<file path="src/include/flash_operand_pkg.sv">
// package of offsets, field positions and reset values for the flash operand block
// assumes a 32-bit classic wishbone slave, one aligned word per register
package flash_operand_pkg;
	// register indexes (printed offsets are not all multiples of four)
	localparam logic [19:0] IDX_DATA_LO  = 20'h8_000c;
	localparam logic [19:0] IDX_DATA_HI  = 20'h8_000e;
	localparam logic [19:0] IDX_LOC_LO   = 20'h8_0010;
	localparam logic [19:0] IDX_LOC_HI   = 20'h8_0012;
	localparam logic [19:0] IDX_FAULT    = 20'h8_0014;
	localparam logic [19:0] IDX_IRQ_STAT = 20'h8_0016;
	localparam logic [19:0] IDX_IRQ_MASK = 20'h8_0018;
	localparam logic [19:0] IDX_STATUS   = 20'h8_001a;
	localparam logic [19:0] IDX_PROT0    = 20'h8_001c;
	// reset values
	localparam logic [15:0] RST_DATA     = 16'hffff;
	localparam logic [15:0] RST_LOC      = 16'h0000;
	localparam logic [15:0] RST_FAULT    = 16'h0000;
	localparam logic [15:0] PROT_ACTIVE  = 16'h0000;
	// address field layout
	localparam int LOC_LO_MSB = 15;
	localparam int LOC_LO_LSB = 2;
	localparam int LOC_HI_MSB = 4;
	// fault register field positions
	localparam int F_WRITE    = 0;
	localparam int F_ERASE    = 1;
	localparam int F_PROGRAM  = 2;
	localparam int F_ONEZERO  = 3;
	localparam int F_SEQUENCE = 4;
	localparam int F_RESUME   = 5;
	localparam int F_PROTECT  = 6;
	localparam int F_COUNT    = 7;
	// status register field positions
	localparam int S_HOLD     = 0;
	localparam int S_BUSY     = 1;
	localparam int S_LOADED   = 2;
	localparam int S_OPVALID  = 3;
	// number of volatile protection copies
	localparam int PROT_REGS  = 4;
endpackage : flash_operand_pkg

</file>
<file path="src/logic/flash_program_operand_and_error_regs.sv">
// operand, fault and protection-shadow registers of the flash write sequencer
// assumes the engine reports faults as pulses and the nv array is read by a handshake
//
// The Wishbone slave port is this design's own decision.
`timescale 1ns/1ps
module flash_program_operand_and_error_regs
	import flash_operand_pkg::*;
#(
	parameter int SECTORS = 8
) (
	// clock and reset
	input  wire logic                 clk_i,
	input  wire logic                 rst_i,
	// wishbone slave
	input  wire logic                 wb_cyc_i,
	input  wire logic                 wb_stb_i,
	input  wire logic                 wb_we_i,
	input  wire logic [21:0]          wb_adr_i,
	input  wire logic [3:0]           wb_sel_i,
	input  wire logic [31:0]          wb_dat_i,
	output logic      [31:0]          wb_dat_o,
	output logic                      wb_ack_o,
	// flash engine status and events
	input  wire logic                 access_hold_i,
	input  wire logic                 bank0_busy_flag_i,
	input  wire logic                 start_i,
	input  wire logic                 op_is_protect_i,
	input  wire logic                 exec_from_flash_i,
	input  wire logic                 setup_bad_i,
	input  wire logic                 ev_erase_fail_i,
	input  wire logic                 ev_program_fail_i,
	input  wire logic                 ev_one_over_zero_i,
	input  wire logic                 ev_resume_bad_i,
	input  wire logic                 ev_protected_i,
	input  wire logic [SECTORS-1:0]   erase_sel_i,
	// operands to the engine
	output logic      [31:0]          program_data_o,
	output logic      [20:0]          program_location_o,
	output logic                      start_accept_o,
	output logic                      abort_o,
	output logic      [SECTORS-1:0]   erase_enable_o,
	output logic      [SECTORS-1:0]   bank0_sector_status_o,
	// nv protection load port
	output logic                      nv_req_o,
	output logic      [1:0]           nv_idx_o,
	input  wire logic                 nv_ack_i,
	input  wire logic [15:0]          nv_data_i,
	output logic      [15:0]          write_protect_o,
	output logic                      prot_loaded_o,
	// interrupt
	output logic                      irq_o
);
	initial begin
		if (SECTORS < 1 || SECTORS > 16) $error("SECTORS must be 1..16");
	end

	// protection loader states
	typedef enum logic [1:0] {LD_IDLE, LD_REQ, LD_DONE} load_state_type;

	// storage
	logic [15:0]         data_lo_reg;       // low half of word to program
	logic [15:0]         data_hi_reg;       // high half
	logic [15:0]         loc_lo_reg;        // address 15:2, bits 1:0 kept zero
	logic [15:0]         loc_hi_reg;        // address 20:16 in bits 4:0
	logic [F_COUNT-1:0]  fault_reg;         // sticky fault flags
	logic [F_COUNT-1:0]  pend_reg;          // faults seen while busy
	logic [F_COUNT-1:0]  irq_stat_reg;      // sticky interrupt status
	logic [F_COUNT-1:0]  irq_mask_reg;      // interrupt enables
	logic [SECTORS-1:0]  sector_reg;        // bank0 sector status
	logic                busy_d_reg;        // busy of previous cycle
	logic                ack_reg;           // wishbone ack
	logic [31:0]         rdata_reg;         // wishbone read data
	logic [15:0]         prot_reg [PROT_REGS]; // volatile protection copies
	logic [1:0]          ld_idx_reg;        // which copy is loading
	load_state_type      ld_state_reg;      // loader state

	// bus decode
	wire         req        = wb_cyc_i & wb_stb_i & ~ack_reg;
	wire  [19:0] idx        = wb_adr_i[21:2];
	wire         wr         = req & wb_we_i;
	wire         lanes_lo   = wb_sel_i[0] & wb_sel_i[1];
	wire         hit_dlo    = idx == IDX_DATA_LO;
	wire         hit_dhi    = idx == IDX_DATA_HI;
	wire         hit_llo    = idx == IDX_LOC_LO;
	wire         hit_lhi    = idx == IDX_LOC_HI;
	wire         hit_flt    = idx == IDX_FAULT;
	wire         hit_ist    = idx == IDX_IRQ_STAT;
	wire         hit_imk    = idx == IDX_IRQ_MASK;
	wire         hit_sts    = idx == IDX_STATUS;
	wire         hit_prot   = idx[19:2] == IDX_PROT0[19:2];
	wire         wr_ok      = wr & lanes_lo;

	// busy falling edge closes an operation
	wire         busy_fall  = busy_d_reg & ~bank0_busy_flag_i;

	// start acceptance: protection setting refused while executing from flash
	wire         prot_refuse = op_is_protect_i & exec_from_flash_i;
	wire         seq_bad     = start_i & (setup_bad_i | prot_refuse);
	assign start_accept_o    = start_i & ~setup_bad_i & ~prot_refuse & prot_loaded_o;

	// fault events of this cycle
	wire [F_COUNT-1:0] ev;
	assign ev[F_ERASE]    = ev_erase_fail_i;
	assign ev[F_PROGRAM]  = ev_program_fail_i;
	assign ev[F_ONEZERO]  = ev_one_over_zero_i & ~op_is_protect_i;
	assign ev[F_SEQUENCE] = seq_bad;
	assign ev[F_RESUME]   = ev_resume_bad_i;
	assign ev[F_PROTECT]  = ev_protected_i;
	assign ev[F_WRITE]    = |ev[F_COUNT-1:1];
	assign abort_o        = ev_resume_bad_i;

	// faults collect while busy and publish at busy release; faults outside busy are immediate
	wire [F_COUNT-1:0] pend_all = pend_reg | ev;
	wire [F_COUNT-1:0] publish  = busy_fall ? pend_all
		: (bank0_busy_flag_i ? '0 : ev);
	// write zero clears, write one keeps; a publish in the same cycle wins
	wire [F_COUNT-1:0] clr_mask = (wr_ok & hit_flt) ? ~wb_dat_i[F_COUNT-1:0] : '0;
	wire [F_COUNT-1:0] fault_next = (fault_reg & ~clr_mask) | publish;
	wire [F_COUNT-1:0] pend_next  = bank0_busy_flag_i ? pend_all : '0;
	// interrupt status: new publishes set, write one clears
	wire [F_COUNT-1:0] ist_clr  = (wr_ok & hit_ist) ? wb_dat_i[F_COUNT-1:0] : '0;
	wire [F_COUNT-1:0] ist_next = (irq_stat_reg & ~ist_clr) | publish;
	assign irq_o = |(irq_stat_reg & irq_mask_reg);

	// sector status: engine marks during busy, clean finish clears
	wire clean_end = busy_fall & ~pend_all[F_WRITE];
	wire [SECTORS-1:0] sector_next = clean_end ? '0
		: (bank0_busy_flag_i ? (sector_reg | erase_sel_i) : sector_reg);
	assign bank0_sector_status_o = sector_reg;

	// protected sectors are skipped in an erase; pre-load all protected
	assign write_protect_o = prot_reg[0];
	assign erase_enable_o  = erase_sel_i & prot_reg[0][SECTORS-1:0];

	// operands
	assign program_data_o     = {data_hi_reg, data_lo_reg};
	assign program_location_o = {loc_hi_reg[LOC_HI_MSB:0], loc_lo_reg[LOC_LO_MSB:LOC_LO_LSB],
		2'b00};

	// loader handshake
	assign nv_req_o      = ld_state_reg == LD_REQ;
	assign nv_idx_o      = ld_idx_reg;
	assign prot_loaded_o = ld_state_reg == LD_DONE;

	// read mux; reads while hold is high are not guaranteed to software
	wire [15:0] status_word = {12'h000, 1'b0, prot_loaded_o, bank0_busy_flag_i, access_hold_i};
	wire [15:0] rsel =
		hit_dlo  ? data_lo_reg :
		hit_dhi  ? data_hi_reg :
		hit_llo  ? loc_lo_reg :
		hit_lhi  ? loc_hi_reg :
		hit_flt  ? {{(16-F_COUNT){1'b0}}, fault_reg} :
		hit_ist  ? {{(16-F_COUNT){1'b0}}, irq_stat_reg} :
		hit_imk  ? {{(16-F_COUNT){1'b0}}, irq_mask_reg} :
		hit_sts  ? status_word :
		hit_prot ? prot_reg[idx[1:0]] : 16'h0000;

	// bus ack one cycle after request, unmapped reads zero and writes drop
	always_ff @(posedge clk_i) begin
		if (rst_i) begin
			ack_reg   <= 1'b0;
			rdata_reg <= 32'h0000_0000;
		end else begin
			ack_reg   <= req;
			rdata_reg <= {16'h0000, rsel};
		end
	end
	assign wb_ack_o = ack_reg;
	assign wb_dat_o = rdata_reg;

	// operand registers, 16-bit accesses on the low lanes
	always_ff @(posedge clk_i) begin
		if (rst_i) begin
			data_lo_reg <= RST_DATA;
			data_hi_reg <= RST_DATA;
			loc_lo_reg  <= RST_LOC;
			loc_hi_reg  <= RST_LOC;
		end else begin
			if (wr_ok & hit_dlo) data_lo_reg <= wb_dat_i[15:0];
			if (wr_ok & hit_dhi) data_hi_reg <= wb_dat_i[15:0];
			if (wr_ok & hit_llo) loc_lo_reg <= {wb_dat_i[15:2], 2'b00};
			if (wr_ok & hit_lhi) loc_hi_reg <= {11'h000, wb_dat_i[LOC_HI_MSB:0]};
		end
	end

	// fault, interrupt and sector state
	always_ff @(posedge clk_i) begin
		if (rst_i) begin
			fault_reg    <= RST_FAULT[F_COUNT-1:0];
			pend_reg     <= '0;
			irq_stat_reg <= '0;
			irq_mask_reg <= '0;
			sector_reg   <= '0;
			busy_d_reg   <= 1'b0;
		end else begin
			fault_reg    <= fault_next;
			pend_reg     <= pend_next;
			irq_stat_reg <= ist_next;
			if (wr_ok & hit_imk) irq_mask_reg <= wb_dat_i[F_COUNT-1:0];
			sector_reg   <= sector_next;
			busy_d_reg   <= bank0_busy_flag_i;
		end
	end

	// protection loader: all active in reset, one pass over the nv copies
	always_ff @(posedge clk_i) begin
		if (rst_i) begin
			ld_state_reg <= LD_IDLE;
			ld_idx_reg   <= 2'b00;
			for (int i = 0; i < PROT_REGS; i++) prot_reg[i] <= PROT_ACTIVE;
		end else begin
			case (ld_state_reg)
				LD_IDLE: ld_state_reg <= LD_REQ;
				LD_REQ: begin
					if (nv_ack_i) begin
						prot_reg[ld_idx_reg] <= nv_data_i;
						ld_idx_reg <= ld_idx_reg + 2'b01;
						if (ld_idx_reg == 2'(PROT_REGS - 1)) ld_state_reg <= LD_DONE;
					end
				end
				LD_DONE: ld_state_reg <= LD_DONE; // loaded once only
				default: ld_state_reg <= LD_IDLE;
			endcase
		end
	end
endmodule : flash_program_operand_and_error_regs

</file>
<file path="config.mk">
export PLATFORM = sky130hd
export DESIGN_NAME = flash_program_operand_and_error_regs
export DESIGN_NICKNAME = d
export VERILOG_FILES = /design/src/include/flash_operand_pkg.sv /design/src/logic/flash_program_operand_and_error_regs.sv
export SDC_FILE = /design/constraint.sdc
export NUM_CORES = 1
export LEC_CHECK = 0
export BUFFER_PORTS_ARGS = -buffer_cell sky130_fd_sc_hd__buf_2
export CORE_MARGIN = 2
export CORE_UTILIZATION = 56
export DETAILED_ROUTE_END_ITERATION = 6
export PLACE_DENSITY_LB_ADDON = 0.15
export SLEW_MARGIN = 20
export SYNTH_ARGS = -nofsm -noshare
export SYNTH_HDL_FRONTEND = slang
export SYNTH_SLANG_ARGS = --single-unit
</file>
<file path="constraint.sdc">
create_clock -name clk_i -period 3 [get_ports clk_i]
set_input_delay 0.15 -clock clk_i [delete_from_list [all_inputs] [get_ports clk_i]]
set_output_delay 0.15 -clock clk_i [all_outputs]
set_load 0.005 [all_outputs]
</file>
======== Word-level counts from Yosys, hierarchy flattened ========
Memories as Yosys holds them, arrays and structs flattened.
Cells that the tools add are included.
cells by class
  add/sub/neg operators ................... 1
  eq/ne operators ......................... 14
  mux-type cells .......................... 25
  bitwise logic cells ..................... 38
  reduce and logical (&&, ||, !) cells .... 8
operators by type and width
  kind                                                                   number
  20-bit equality test, second input constant                            8
  16-bit two-way mux                                                     10
  7-bit two-way mux                                                      4
  7-bit bitwise AND                                                      3
  7-bit inverter                                                         3
  7-bit OR                                                               3
  1-bit bitwise AND                                                      20
  18-bit equality test, second input constant                            1
  16-bit OR reduction                                                    1
  8-bit bitwise AND                                                      1
  8-bit OR                                                               1
  1-bit two-way mux                                                      7
  7-bit OR reduction                                                     1
  2-bit two-way mux                                                      3
  1-bit inverter                                                         6
  2-bit one-hot mux with 3 select lines                                  1
  6-bit OR reduction                                                     1
  2-bit equality test, second input constant                             2
  2-bit by 1-bit != test with 1-bit output, second input constant        2
  2-bit AND reduction                                                    2
  2-bit OR reduction                                                     2
  2-bit by 1-bit adder with 2-bit output, second input constant          1
  2-bit by 1-bit equality test with 1-bit output, second input constant  1
  2-bit logical NOT                                                      1
  1-bit OR                                                               1
storage, ports and cells
  bits in registers ....................... 125
  memory bits (writable) .................. 64
  logic and storage cells ................. 102
  memories kept ........................... 1
memory list
  name      depth  bits a word  read ports  clocked after memory_dff  wr ports  RTL line                                    RTL
  prot_reg  4      16           2           0                         4         flash_program_operand_and_error_regs.sv:73  logic [15:0] prot_reg [PROT_REGS];

======== Depth between registers and ports, before layout ========
  word-level depth ........................ 10
  depth in mapped cells ................... 9

======== Worst setup path after synthesis ========
Ideal clock, no wire load.
  path kind ............................... reg2reg
  start point ............................. register ld_state_reg[1]
  end point ............................... memory prot_reg[1][0] (enable)
  data arrival time ....................... 1.687 ns
  data required time ...................... 2.666 ns
  setup slack ............................. 0.979 ns
  cell stages (with the launch flop) ...... 6
  buffers on the path ..................... 0
  period minus slack after synthesis ...... 2.021 ns
  cell sequence ........................... dfxtp_1 inv_1 ha_1 nand2_1 nor4b_1 or2_2
RTL lines
  item                      RTL line                                     RTL
  start: declaration        flash_program_operand_and_error_regs.sv:75   load_state_type ld_state_reg;
  start signal: assignment  flash_program_operand_and_error_regs.sv:208  ld_state_reg <= LD_IDLE;
  start signal: assignment  flash_program_operand_and_error_regs.sv:213  LD_IDLE: ld_state_reg <= LD_REQ;
  start signal: assignment  flash_program_operand_and_error_regs.sv:218  if (ld_idx_reg == 2'(PROT_REGS - 1)) ld_state_reg <= LD_DONE;
  end: declaration          flash_program_operand_and_error_regs.sv:73

==> flow_metrics.py <==
metrics = {
    "die": {
        "placementRows": 42,
        "start_util": 0.5781,
        "io_pins": 224,
        "die_w_um": 121.6,
        "die-area_mm2": 0.01479,
        "design.core.area_mm2": 0.01340,
        "die_h_um": 121.6,
    },
    "synthesis": {
        "ys_ff_latch": 173,
        "yosys.cell_types.count": 66,
        "synthArstFlopShare": 0,
        "ys_seq_area_frac": 0.5298,
        "yosysWarnings": 0,
        "avgSynthCellArea_um2": 10.30,
        "netlist_instances": 752,
        "syn_area_mm2": 0.007746,
        "ys.flop_type": "dfxtp_1",
        "synth_edf_count": 64,
    },
    "global_route": {
        "overflow": 0,
        "grt_pass1_vias": 6177,
        "antenna_found_initial": 0,
        "grtUsageTotal": 0.2924,
        "grt_first_pass_wirelength_um": 32600,
        "grt_max_degree": 98,
    },
    "worst_setup_path": {
        "critPathLaunchType": "flip-flop",
        "cp_num_buf_inv": 2,
        "path_class": "reg -> reg",
        "crit_path_cell_trace": "inv_1 > ha_1 > nand2_1 > nor4b_2 > buf_4 > or2_2",
        "arrival_ns": 2.26,
        "slowest_stage": "or2_2",
        "critPathTopFamily": "simple AND/OR/NAND/NOR gates",
        "required_ns": 3.08,
        "max_stage_delay_ns": 0.41,
        "critPathMaxFanout": 17,
        "cp-end-kind": "flip-flop",
    },
    "clocking": {
        "h-tree-depth": 4,
        "clockBufferDepth": 2,
        "clk_latency_ns": 0.43,
        "clock-sinks": 173,
        "cts_tree": "built",
        "clk_pin_slew_ns": 0.06,
        "cts_buffers": 17,
        "cts_resized": 0,
        "cts-root-buf": "clkbuf_16",
    },
    "power_and_ir_drop": {
        "p_leak_nw": 4.015,
        "power.density_mw_per_mm2": 540.0,
        "finalPower_mw": 5.129,
        "vdd_drop_max_v": 0.0005561,
    },
    "timing": {
        "hold_viol_final": 0,
        "fin_worst_skew_ns": 0.008483,
        "fin_ws_ns": 0.8252,
        "period_share": 0.7249,
        "finalCriticalPeriod_ns": 2.175,
        "slew_viol_final": 0,
        "max_freq_ghz": 0.4598,
        "tightest_slew_ns": 0.9202,
        "setup_viol": 0,
        "rsz0062_at_grt": "false",
        "fin_tns_setup_ns": 0,
        "slew_headroom": 0.3865,
    },
    "drt": {
        "postRouteAntennaNets": 0,
        "drtIter0Drc": 644,
        "first_pass_iters": 6,
        "post_drt_wl_per_cell_um": 18.51,
        "dr_total_vias": 6523,
        "totalWireLength_um": 21070,
        "drc": 0,
        "viasPerCell": 5.732,
    },
    "placement": {
        "hpwl_um": 15140,
        "gp_congestion": 0.9880,
        "dpl-instance-area_mm2": 0.008771,
        "place_ws_ns": 0.4809,
        "port_buffers": 185,
    },
    "hold_path": {
        "hold_class": "in -> reg",
    },
    "cells_and_area": {
        "drive_gt1_frac": 0.2807,
        "largest_reg_flops": 64,
        "final_core_util": 0.7088,
        "mostFrequentLayoutCells": "buf_2 (185), nand2_1 (114), dfxtp_1 (109)",
        "design_area_mm2": 0.009498,
        "fin_nets": 1052,
        "diodes": 0,
        "areaGrowthSynthToFinish_pct": 22.61,
        "final_common_cell": "buf_2",
    },
    "outcome": {
        "outcome": "complete, no violations",
    },
    "run": {
        "max-cap-violations": 0,
    },
}
==> repair_timing <==
item / CTS / global route
hold endpoints to repair: 33 / 0
hold buffers: 19 / 0
setup buffers: 0 / 0
==> logic make-up (layout without fill, tap and decap cells) <==
logic type	count (synthesis)	in the layout	share of synthesized area
and+or+nand+nor	342	342	0.2352
DFF	173	173	0.5298
AOI/OAI and AO/OA	125	125	0.1097
muxes	32	32	0.06719
other	1	18	0.0004841
adders and majority gates	4	4	0.006461
buffers and inverters	74	267	0.05007
xor gates and xnor gates	1	1	0.001131
==> path summary, 6_finish.rpt <==
kind,slack [ns],from,to,depth (start not counted)
worst max register to register,0.83,ld_state_reg[1],prot_reg[2][9],6
worst min register to register,0.45,pend_reg[4],pend_reg[4],2
worst max-delay path,0.83,ld_state_reg[1],prot_reg[2][9],6
worst min-delay path,0.004,erase_sel_i[3],bank0_sector_status_o[3],3
==> power by group <==
part	switching [mW]	internal, mW
clock	0.913	1.09
sequential	0.0691	2.55
combinational	0.276	0.231
==> area by class of cell <==
| class | count | area, um^2 |
|---|---|---|
| sequential | 173 | 4104 |
| clock buffer | 21 | 450.4 |
| clock inverter | 11 | 86.33 |
| inverter | 13 | 48.80 |
| multi-input combinational | 522 | 3337 |
| tap | 176 | 220.2 |
| timing repair buffer | 222 | 1251 |
| fill | 1008 | 3902 |
==> metrics by stage <==
| stage | std cells | hold WS, ns |
|---|---|---|
| 6_report | 1138 | 0.004466 |
| 5_1_grt | 1138 | 0.01584 |
| 4_1_cts | 1138 | 0.001811 |
| 3_5_place_dp | 1087 | 0.3995 |
| 3_3_place_gp | 1087 | 0.3911 |
| 2_1_floorplan | 769 | 0.2658 |
==> worst min-delay path, stage by stage <==
cell and delay [ns]:
buf_2 0.10, a21oi_1 0.06, nor2_1 0.07
==> layer usage <==
metal	vias up	GRT usage	part of all wire
li1	3035	-	-
met3	50	0.06461	0.082
met4	0	0.1250	0.034
met5	-	0	0
met2	342	0.4817	0.49
met1	3096	0.3744	0.40
==> cells in the mapped netlist (11+ instances only) <==
| cell | instances | area [um^2] |
|---|---|---|
| nand3_1 | 13 | 65.06 |
| clkbuf_1 | 21 | 78.83 |
| mux4_2 | 16 | 360.4 |
| inv_1 | 13 | 48.80 |
| buf_4 | 21 | 157.7 |
| o21ai_0 | 12 | 60.06 |
| dfxtp_1 | 109 | 2182 |
| and2_1 | 76 | 475.5 |
| edfxtp_1 | 64 | 1922 |
| nand3b_1 | 33 | 247.7 |
| buf_2 | 13 | 65.06 |
| mux2i_1 | 16 | 160.2 |
| nor2_1 | 60 | 225.2 |
| a21oi_1 | 44 | 220.2 |
| a222oi_1 | 11 | 110.1 |
| nand2_1 | 114 | 427.9 |
Note: power is estimated with default switching activity, not from simulation.
